===== src/hw/pts_pkg.sv =====
// Constants and types shared by the PWM time base block
package pts_pkg;

	// Register byte offsets on the AXI4-Lite slave
	localparam logic [7:0] PTS_CTRL0_OFF = 8'h00;
	localparam logic [7:0] PTS_CTRL1_OFF = 8'h04;
	localparam logic [7:0] PTS_PERL_OFF = 8'h08;
	localparam logic [7:0] PTS_PERH_OFF = 8'h0C;
	localparam logic [7:0] PTS_COUNT_OFF = 8'h10;
	localparam logic [7:0] PTS_ACTPER_OFF = 8'h14;
	localparam logic [7:0] PTS_EVT_OFF = 8'h18;

	// Field positions
	localparam int PTS_POST_LSB = 4;
	localparam int PTS_PRE_LSB = 2;
	localparam int PTS_MODE_LSB = 0;
	localparam int PTS_EN_BIT = 7;
	localparam int PTS_DIR_BIT = 6;
	localparam int PTS_EVT_BIT = 0;

	// Reset values
	localparam logic [3:0] PTS_POST_RST = 4'h0;
	localparam logic [1:0] PTS_PRE_RST = 2'h0;
	localparam logic PTS_EN_RST = 1'b0;
	localparam logic [7:0] PTS_PERL_RST = 8'h00;
	localparam logic [3:0] PTS_PERH_RST = 4'h0;
	localparam logic [11:0] PTS_COUNT_RST = 12'h000;

	// Instruction rate is aclk divided by four
	localparam logic [1:0] PTS_QUARTER_LAST = 2'h3;

	// Prescaler terminal counts for 1:1, 1:4, 1:16, 1:64
	localparam logic [5:0] PTS_PRE_LAST_1 = 6'h00;
	localparam logic [5:0] PTS_PRE_LAST_4 = 6'h03;
	localparam logic [5:0] PTS_PRE_LAST_16 = 6'h0F;
	localparam logic [5:0] PTS_PRE_LAST_64 = 6'h3F;

	// AXI response codes
	localparam logic [1:0] PTS_RESP_OKAY = 2'h0;
	localparam logic [1:0] PTS_RESP_SLVERR = 2'h2;

	// Time base counting modes
	typedef enum logic [1:0] {
		PTS_FREE = 2'b00,
		PTS_SINGLE = 2'b01,
		PTS_UPDN = 2'b10,
		PTS_UPDN_DBL = 2'b11
	} pts_mode_type;

endpackage


===== src/hw/pts_timebase.sv =====
// PWM time base: 12-bit up/down counter with scalers and AXI4-Lite registers
//
// Added by the designer: the AXI4-Lite register port and the address map.
`timescale 1ns/1ps
`default_nettype none

// Behaviour
// - Up/down modes count up to period, then count down from next tick.
// - Read-only direction bit is one while counting down.
// - Up/down start holds PWM outputs inactive until first count down.
// - Counter tick is aclk/4 divided by 1, 4, 16 or 64.
// - Prescaler clears on count write, control write and reset.
// - Control writes never change the counter value.
// - Events outside single-shot pass a 4-bit postscaler, 1:1 to 1:16.
// - Postscaler clears on count write, control write and reset.
// - Free-running: event at period match, counter to zero on the same tick.
// - Single-shot: one event at match, count zero, enable cleared, no postscale.
// - Up/down: event each time count turns from down to up at zero.
// - Double update: events at zero and at period match.
// - Period is high nibble low 4 bits over low byte.
// - Free and single-shot load period when counter resets after match.
// - Up/down modes load period while counter is zero.
// - While disabled the active period follows the buffer.
// - Prescale field 00,01,10,11 gives 1,4,16,64.
// - Postscale field N gives ratio N+1.
// - Clearing enable stops counting and keeps the count.
module pts_timebase
	import pts_pkg::*;
(
	// Clock and reset
	input wire logic aclk,
	input wire logic aresetn,
	// AXI4-Lite write address and data
	input wire logic [7:0] s_axi_awaddr,
	input wire logic s_axi_awvalid,
	output logic s_axi_awready,
	input wire logic [31:0] s_axi_wdata,
	input wire logic [3:0] s_axi_wstrb,
	input wire logic s_axi_wvalid,
	output logic s_axi_wready,
	// AXI4-Lite write response
	output logic [1:0] s_axi_bresp,
	output logic s_axi_bvalid,
	input wire logic s_axi_bready,
	// AXI4-Lite read
	input wire logic [7:0] s_axi_araddr,
	input wire logic s_axi_arvalid,
	output logic s_axi_arready,
	output logic [31:0] s_axi_rdata,
	output logic [1:0] s_axi_rresp,
	output logic s_axi_rvalid,
	input wire logic s_axi_rready,
	// Time base state for compare units
	output logic [11:0] timebase_count,
	output logic count_direction_flag,
	output logic period_match,
	output logic count_zero,
	output logic pwm_hold_inactive,
	// Time base event
	output logic timebase_event,
	output logic timebase_event_flag
);

	// Word match of an address against a register offset
	function automatic logic hits(input logic [7:0] addr, input logic [7:0] off);
		hits = (addr[7:2] == off[7:2]);
	endfunction

	// Prescaler terminal count for a select code
	function automatic logic [5:0] pre_last(input logic [1:0] sel);
		unique case (sel)
			2'b00: pre_last = PTS_PRE_LAST_1;
			2'b01: pre_last = PTS_PRE_LAST_4;
			2'b10: pre_last = PTS_PRE_LAST_16;
			default: pre_last = PTS_PRE_LAST_64;
		endcase
	endfunction

	// Bus state
	logic aw_held_r, aw_held_nxt, w_held_r, w_held_nxt;
	logic awready_r, awready_nxt, wready_r, wready_nxt;
	logic bvalid_r, bvalid_nxt, arready_r, arready_nxt, rvalid_r, rvalid_nxt;
	logic [1:0] bresp_r, bresp_nxt, rresp_r, rresp_nxt;
	logic [7:0] waddr_r, waddr_nxt;
	logic [31:0] wdata_r, wdata_nxt, rdata_r, rdata_nxt;
	logic [3:0] wstrb_r, wstrb_nxt;
	logic do_write;

	// Time base state
	pts_mode_type mode_r, mode_nxt;
	logic [1:0] pre_sel_r, pre_sel_nxt, quarter_r, quarter_nxt;
	logic [3:0] post_sel_r, post_sel_nxt, post_cnt_r, post_cnt_nxt, per_hi_r, per_hi_nxt;
	logic [5:0] pre_cnt_r, pre_cnt_nxt;
	logic [7:0] per_lo_r, per_lo_nxt;
	logic [11:0] cnt_r, cnt_nxt, act_per_r, act_per_nxt, per_buf;
	logic en_r, en_nxt, dir_r, dir_nxt, hold_r, hold_nxt;
	logic flag_r, flag_nxt, evt_r, evt_nxt, match_r, match_nxt, zero_r, zero_nxt;
	logic cyc_en, tick, raw_evt;

	assign per_buf = {per_hi_r, per_lo_r};
	assign cyc_en = (quarter_r == PTS_QUARTER_LAST);
	assign tick = cyc_en && en_r && (pre_cnt_r == pre_last(pre_sel_r));
	assign do_write = aw_held_r && w_held_r && !bvalid_r;

	// Bus handshake and read mux
	always_comb
	begin
		aw_held_nxt = aw_held_r;
		w_held_nxt = w_held_r;
		awready_nxt = awready_r;
		wready_nxt = wready_r;
		bvalid_nxt = bvalid_r;
		bresp_nxt = bresp_r;
		waddr_nxt = waddr_r;
		wdata_nxt = wdata_r;
		wstrb_nxt = wstrb_r;
		arready_nxt = arready_r;
		rvalid_nxt = rvalid_r;
		rresp_nxt = rresp_r;
		rdata_nxt = rdata_r;
		if (s_axi_awvalid && awready_r)
		begin
			aw_held_nxt = 1'b1;
			awready_nxt = 1'b0;
			waddr_nxt = s_axi_awaddr;
		end
		if (s_axi_wvalid && wready_r)
		begin
			w_held_nxt = 1'b1;
			wready_nxt = 1'b0;
			wdata_nxt = s_axi_wdata;
			wstrb_nxt = s_axi_wstrb;
		end
		if (do_write)
		begin
			aw_held_nxt = 1'b0;
			w_held_nxt = 1'b0;
			bvalid_nxt = 1'b1;
			bresp_nxt = (hits(waddr_r, PTS_CTRL0_OFF) || hits(waddr_r, PTS_CTRL1_OFF) ||
				hits(waddr_r, PTS_PERL_OFF) || hits(waddr_r, PTS_PERH_OFF) ||
				hits(waddr_r, PTS_COUNT_OFF) || hits(waddr_r, PTS_ACTPER_OFF) ||
				hits(waddr_r, PTS_EVT_OFF)) ? PTS_RESP_OKAY : PTS_RESP_SLVERR;
		end
		if (bvalid_r && s_axi_bready)
		begin
			bvalid_nxt = 1'b0;
			awready_nxt = 1'b1;
			wready_nxt = 1'b1;
		end
		if (s_axi_arvalid && arready_r)
		begin
			arready_nxt = 1'b0;
			rvalid_nxt = 1'b1;
			rresp_nxt = PTS_RESP_OKAY;
			rdata_nxt = 32'h0000_0000;
			if (hits(s_axi_araddr, PTS_CTRL0_OFF))
				rdata_nxt[7:0] = {post_sel_r, pre_sel_r, mode_r};
			else if (hits(s_axi_araddr, PTS_CTRL1_OFF))
				rdata_nxt[7:0] = {en_r, dir_r, 6'h00};
			else if (hits(s_axi_araddr, PTS_PERL_OFF))
				rdata_nxt[7:0] = per_lo_r;
			else if (hits(s_axi_araddr, PTS_PERH_OFF))
				rdata_nxt[3:0] = per_hi_r;
			else if (hits(s_axi_araddr, PTS_COUNT_OFF))
				rdata_nxt[11:0] = cnt_r;
			else if (hits(s_axi_araddr, PTS_ACTPER_OFF))
				rdata_nxt[11:0] = act_per_r;
			else if (hits(s_axi_araddr, PTS_EVT_OFF))
				rdata_nxt[PTS_EVT_BIT] = flag_r;
			else
				rresp_nxt = PTS_RESP_SLVERR;
		end
		if (rvalid_r && s_axi_rready)
		begin
			rvalid_nxt = 1'b0;
			arready_nxt = 1'b1;
		end
	end

	// Bus registers
	always_ff @(posedge aclk)
	begin
		if (!aresetn)
		begin
			aw_held_r <= 1'b0;
			w_held_r <= 1'b0;
			awready_r <= 1'b1;
			wready_r <= 1'b1;
			bvalid_r <= 1'b0;
			bresp_r <= PTS_RESP_OKAY;
			waddr_r <= 8'h00;
			wdata_r <= 32'h0000_0000;
			wstrb_r <= 4'h0;
			arready_r <= 1'b1;
			rvalid_r <= 1'b0;
			rresp_r <= PTS_RESP_OKAY;
			rdata_r <= 32'h0000_0000;
		end
		else
		begin
			aw_held_r <= aw_held_nxt;
			w_held_r <= w_held_nxt;
			awready_r <= awready_nxt;
			wready_r <= wready_nxt;
			bvalid_r <= bvalid_nxt;
			bresp_r <= bresp_nxt;
			waddr_r <= waddr_nxt;
			wdata_r <= wdata_nxt;
			wstrb_r <= wstrb_nxt;
			arready_r <= arready_nxt;
			rvalid_r <= rvalid_nxt;
			rresp_r <= rresp_nxt;
			rdata_r <= rdata_nxt;
		end
	end

	// Counter, scalers, period buffer and event flag
	always_comb
	begin
		mode_nxt = mode_r;
		pre_sel_nxt = pre_sel_r;
		post_sel_nxt = post_sel_r;
		en_nxt = en_r;
		dir_nxt = dir_r;
		hold_nxt = hold_r;
		per_lo_nxt = per_lo_r;
		per_hi_nxt = per_hi_r;
		act_per_nxt = act_per_r;
		cnt_nxt = cnt_r;
		pre_cnt_nxt = pre_cnt_r;
		post_cnt_nxt = post_cnt_r;
		flag_nxt = flag_r;
		quarter_nxt = quarter_r + 2'h1;
		raw_evt = 1'b0;
		evt_nxt = 1'b0;
		match_nxt = 1'b0;
		zero_nxt = 1'b0;
		if (cyc_en)
			pre_cnt_nxt = (pre_cnt_r == pre_last(pre_sel_r)) ? 6'h00 : pre_cnt_r + 6'h01;
		// no tick while disabled, count kept
		if (tick)
		begin
			unique case (mode_r)
				PTS_FREE, PTS_SINGLE:
				begin
					if (cnt_r >= act_per_r)
					begin
						match_nxt = 1'b1;
						raw_evt = 1'b1;
						cnt_nxt = 12'h000;
						act_per_nxt = per_buf;
						if (mode_r == PTS_SINGLE)
							en_nxt = 1'b0;
					end
					else
						cnt_nxt = cnt_r + 12'h001;
				end
				PTS_UPDN, PTS_UPDN_DBL:
				begin
					if (!dir_r)
					begin
						if (cnt_r >= act_per_r)
						begin
							dir_nxt = 1'b1;
							match_nxt = 1'b1;
							hold_nxt = 1'b0;
							if (cnt_r != 12'h000)
								cnt_nxt = cnt_r - 12'h001;
							if (mode_r == PTS_UPDN_DBL)
								raw_evt = 1'b1;
						end
						else
							cnt_nxt = cnt_r + 12'h001;
					end
					else if (cnt_r == 12'h000)
					begin
						dir_nxt = 1'b0;
						cnt_nxt = 12'h001;
						zero_nxt = 1'b1;
						raw_evt = 1'b1;
					end
					else
						cnt_nxt = cnt_r - 12'h001;
				end
			endcase
		end
		if (mode_r[1] && cnt_r == 12'h000)
			act_per_nxt = per_buf;
		if (!en_r)
		begin
			act_per_nxt = per_buf;
			hold_nxt = mode_r[1];
		end
		if (raw_evt)
		begin
			if (mode_r == PTS_SINGLE)
				evt_nxt = 1'b1;
			else if (post_cnt_r == post_sel_r)
			begin
				evt_nxt = 1'b1;
				post_cnt_nxt = 4'h0;
			end
			else
				post_cnt_nxt = post_cnt_r + 4'h1;
		end
		// Register writes override counting
		if (do_write && wstrb_r[0])
		begin
			if (hits(waddr_r, PTS_CTRL0_OFF) || hits(waddr_r, PTS_CTRL1_OFF) ||
				hits(waddr_r, PTS_COUNT_OFF))
			begin
				pre_cnt_nxt = 6'h00;
				post_cnt_nxt = 4'h0;
			end
			if (hits(waddr_r, PTS_CTRL0_OFF))
			begin
				// mode changes expected only while disabled
				mode_nxt = pts_mode_type'(wdata_r[PTS_MODE_LSB +: 2]);
				pre_sel_nxt = wdata_r[PTS_PRE_LSB +: 2];
				post_sel_nxt = wdata_r[PTS_POST_LSB +: 4];
			end
			if (hits(waddr_r, PTS_CTRL1_OFF))
				en_nxt = wdata_r[PTS_EN_BIT];
			if (hits(waddr_r, PTS_PERL_OFF))
				per_lo_nxt = wdata_r[7:0];
			if (hits(waddr_r, PTS_PERH_OFF))
				per_hi_nxt = wdata_r[3:0];
			if (hits(waddr_r, PTS_COUNT_OFF))
				cnt_nxt[7:0] = wdata_r[7:0];
			if (hits(waddr_r, PTS_EVT_OFF) && wdata_r[PTS_EVT_BIT])
				flag_nxt = 1'b0;
		end
		if (do_write && wstrb_r[1] && hits(waddr_r, PTS_COUNT_OFF))
		begin
			cnt_nxt[11:8] = wdata_r[11:8];
			pre_cnt_nxt = 6'h00;
			post_cnt_nxt = 4'h0;
		end
		if (evt_nxt)
			flag_nxt = 1'b1;
	end

	// Time base registers
	always_ff @(posedge aclk)
	begin
		if (!aresetn)
		begin
			mode_r <= PTS_FREE;
			pre_sel_r <= PTS_PRE_RST;
			post_sel_r <= PTS_POST_RST;
			en_r <= PTS_EN_RST;
			dir_r <= 1'b0;
			hold_r <= 1'b0;
			per_lo_r <= PTS_PERL_RST;
			per_hi_r <= PTS_PERH_RST;
			act_per_r <= PTS_COUNT_RST;
			cnt_r <= PTS_COUNT_RST;
			pre_cnt_r <= 6'h00;
			post_cnt_r <= 4'h0;
			quarter_r <= 2'h0;
			flag_r <= 1'b0;
			evt_r <= 1'b0;
			match_r <= 1'b0;
			zero_r <= 1'b0;
		end
		else
		begin
			mode_r <= mode_nxt;
			pre_sel_r <= pre_sel_nxt;
			post_sel_r <= post_sel_nxt;
			en_r <= en_nxt;
			dir_r <= dir_nxt;
			hold_r <= hold_nxt;
			per_lo_r <= per_lo_nxt;
			per_hi_r <= per_hi_nxt;
			act_per_r <= act_per_nxt;
			cnt_r <= cnt_nxt;
			pre_cnt_r <= pre_cnt_nxt;
			post_cnt_r <= post_cnt_nxt;
			quarter_r <= quarter_nxt;
			flag_r <= flag_nxt;
			evt_r <= evt_nxt;
			match_r <= match_nxt;
			zero_r <= zero_nxt;
		end
	end

	// Outputs straight from flops
	assign s_axi_awready = awready_r;
	assign s_axi_wready = wready_r;
	assign s_axi_bvalid = bvalid_r;
	assign s_axi_bresp = bresp_r;
	assign s_axi_arready = arready_r;
	assign s_axi_rvalid = rvalid_r;
	assign s_axi_rresp = rresp_r;
	assign s_axi_rdata = rdata_r;
	assign timebase_count = cnt_r;
	assign count_direction_flag = dir_r;
	assign period_match = match_r;
	assign count_zero = zero_r;
	assign pwm_hold_inactive = hold_r;
	assign timebase_event = evt_r;
	assign timebase_event_flag = flag_r;

endmodule // pts_timebase

`default_nettype wire

===== config.mk =====
export PLATFORM = sky130hd
export DESIGN_NAME = pts_timebase
export DESIGN_NICKNAME = d
export VERILOG_FILES = /design/src/hw/pts_pkg.sv /design/src/hw/pts_timebase.sv
export SDC_FILE = /design/constraint.sdc
export NUM_CORES = 1
export LEC_CHECK = 0
export ABC_AREA = 1
export BUFFER_PORTS_ARGS = -buffer_cell sky130_fd_sc_hd__buf_2
export CAP_MARGIN = 0
export CORE_ASPECT_RATIO = 0.7
export CORE_UTILIZATION = 25
export CTS_CLUSTER_DIAMETER = 200
export DETAILED_ROUTE_END_ITERATION = 16
export GPL_ROUTABILITY_DRIVEN = 0
export REMOVE_ABC_BUFFERS = 1
export SLEW_MARGIN = 10
export SYNTH_ARGS = -nofsm -noshare
export SYNTH_HDL_FRONTEND = slang
export SYNTH_SLANG_ARGS = --single-unit

===== constraint.sdc =====
create_clock -name aclk -period 2.3 [get_ports aclk]
set_clock_uncertainty 0.2 [all_clocks]
set_input_delay 0.115 -clock aclk [delete_from_list [all_inputs] [get_ports aclk]]
set_output_delay 0.115 -clock aclk [all_outputs]
set_load 0.01 [all_outputs]

==> results.tsv <==
metric	value	unit
status	finished clean	
most frequent cell after synthesis	nand2_1	
PD cells	527	nW/µm²
CTS tree	done	
fin crit share	0.970	
Longest Clk Path Bufs	2	
crit path DAT	2.32	ns
Max Slew Vio Count	0	
WL final	19100	µm
Clk network pwr share	0.432	
Synth area leader	dfxtp_1	
post-synthesis average cell area	7.09	µm²
CTS Sinks	104	
Max-Cap Viols	0	
startpoint types	flip-flop	
Num CTS Buffers	9	
Die Width	186	µm
GR Util All Layers	0.156	
Syn. warnings	0	
root buf cell	clkbuf_16	
min Tclk post-route	2.23	ns
pin count of the biggest net entering global routing	53	
Rel. slew slack	0.641	
Post-synth EDFFs	0	
final hold vios	0	
Die Height	131	µm
Worst EP required	2.39	ns
DPL Wire Length	14600	µm
slew of the pin with the lowest slew margin	0.535	ns
port bufs	69	
Final nets	1041	
worst-skew pair later-pin latency	0.36	ns
drt pass-1 iters	5	
top cell type's share of synthesized area	0.351	
Initial Utilization	0.258	
DR WL/cell	14.9	µm
Setup Crit Path Kind	flip-flop to flip-flop	
fmax	448	MHz
Antenna diodes	0	
RSZ-0062 raised after global routing	yes	
# H-tree levels	3	
iteration-0 DRC count of the detailed router	469	
FF+latch count, synth	104	
post-synthesis cell type count	49	
# rows	46	
grt total ovfl	0	
Core Footprint	23000	µm²
synth-to-layout area growth	29.2	%
total power draw	4040	µW
setup violators final	0	
Worst Path Max Fanout	3	
NetSw	1040	µW
sequential fraction of the synthesis area	0.351	
P_int	3000	µW
Worst-path clk slew	0.08	ns
antenna violations before repair	0	
vias in the first global route	5100	
global-route wire length before repair	28700	µm
share of layout cells above drive strength 1	0.228	
Synth top cells by count	141 x nand2_1, 104 x dfxtp_1, 95 x nor2_1	
DR vias	5969	
Reg power frac	0.469	
Peak VDD IR	0.378	mV
sw frac	0.257	
Routed Antenna Nets	0	
Worst Setup End Kind	flip-flop	
die footprint	24400	µm²
Main synth FF type	dfxtp_1	
Comb pwr share	0.099	
Post-Syn Instances	837	
number of remaining DRC errors	0	
vias per cell	4.66	
Ports	118	
mapped cell area	5930	µm²
Synth area leaders	dfxtp_1 35%, nand2_1 8.9%, a21oi_1 6.6%	
Synth async-reset ratio	0	
TNS Setup	0	ns
hold slack final	0.0187	ns
Pleak	0.00335	µW
HP Class	primary input to flip-flop	
==> metrics by stage <==
step / utilization / cells / setup slack (ns) / cell area, µm²
2_1_floorplan: - / 807 / 0.177 / 5690
3_5_place_dp: 0.295 / 1235 / -0.0769 / 6780
3_3_place_gp: 0.295 / 1235 / -0.0716 / 6780
6_report: 0.334 / 1281 / 0.0698 / 7670
4_1_cts: 0.322 / 1277 / 0.00156 / 7390
5_1_grt: 0.334 / 1281 / -0.0371 / 7670
==> worst paths after layout <==
| kind | start | to | slack (ns) | cells after the start |
|---|---|---|---|---|
| worst max-delay path | timebase_count[10]$_SDFFE_PN0P_ | timebase_count[7]$_SDFF_PN0_ | 0.07 | 14 |
| worst min-delay path | s_axi_wvalid | s_axi_wready$_SDFFE_PP1P_ | 0.02 | 4 |
| worst max register to register | timebase_count[10]$_SDFFE_PN0P_ | timebase_count[7]$_SDFF_PN0_ | 0.07 | 14 |
| worst min register to register | quarter_r[0]$_SDFF_PN0_ | quarter_r[0]$_SDFF_PN0_ | 0.23 | 1 |
==> power groups by stage <==
stage | clock network [µW] | registers, µW | logic (µW)
final | 1750 | 1900 | 400
after floorplan | 0 | 1940 | 198
after global placement | 0 | 1940 | 348
after detailed placement | 0 | 1940 | 352
after CTS | 1780 | 1900 | 388
after global routing | 1860 | 1900 | 447
==> placed cells by master, fill, tap and decap left out, types with 10 or more instances in the layout <==
| cell | synthesis | layout |
|---|---|---|
| nand2_1 | 141 | 132 |
| dfxtp_1 | 104 | 101 |
| nor2_1 | 95 | 91 |
| inv_1 | 93 | 90 |
| a21oi_1 | 78 | 74 |
| buf_2 | 5 | 69 |
| o21ai_0 | 72 | 67 |
| buf_4 | 25 | 47 |
| nand3_1 | 45 | 39 |
| dlygate4sd3_1 | 0 | 25 |
| conb_1 | 1 | 22 |
| a211oi_1 | 19 | 19 |
| xor2_1 | 15 | 15 |
| nand2_2 | 6 | 13 |
| nor3_1 | 13 | 13 |
| nand4_1 | 12 | 12 |
| ha_1 | 18 | 11 |
| o22ai_1 | 10 | 10 |
==> routing by layer <==
metal,share of wire,track usage
met5,0,0
met4,0.012,0.0309
met3,0.079,0.0388
met2,0.40,0.213
met1,0.51,0.241
==> timing repair <==
action                                  CTS  global route
buffers inserted                          1             3
hold endpoints to repair                 29             0
endpoints found under the setup margin   11            31
pin swaps                                 1            14
hold buffers                             25             0
cloned                                    0             1
gates resized for setup                   6            54
==> critical path, stage by stage, from the launching register on <==
cell and delay, ns:
dfxtp_2 0.35, ha_1 0.30, nand2_2 0.09, inv_1 0.04, nand2_1 0.07, nand2_2 0.06
a21oi_4 0.17, buf_6 0.13, nand3_4 0.11, buf_6 0.16, nand2_8 0.09, nand2_1 0.05
nand2_1 0.07, o21ai_2 0.08, a21oi_2 0.18
==> cell type report <==
| cell class | instances | area (µm²) |
|---|---|---|
| Clock buffer | 10 | 239 |
| Clock inverter | 6 | 96.3 |
| Fill cell | 2453 | 15300 |
| Inverter | 101 | 395 |
| Multi-Input combinational cell | 603 | 3470 |
| Sequential cell | 104 | 2090 |
| Tap cell | 312 | 390 |
| Timing Repair Buffer | 145 | 993 |
==> state kept, by name, indices dropped and copies added, names as in the netlist, 4 cells and up <==
| register | count |
|---|---|
| act_per_r | 12 |
| per_hi_r | 4 |
| per_lo_r | 8 |
| post_cnt_r | 4 |
| post_sel_r | 4 |
| pre_cnt_r | 6 |
| s_axi_rdata | 12 |
| timebase_count | 12 |
| waddr_r | 6 |
| wdata_r | 12 |
==> kinds of logic (layout without fill, tap and decap cells) <==
group	count (synthesis)	count (layout)	share of synthesized area
buffers and inverters	152	262	0.120
other	1	22	0.000632
flip-flops	104	104	0.351
adder cells (fa/ha/maj)	18	18	0.0380
XOR/XNOR	19	19	0.0280
AO/OA/AOI/OAI	200	200	0.187
AND/OR/NAND/NOR	343	344	0.275
Note: power is estimated with default switching activity, not from simulation.
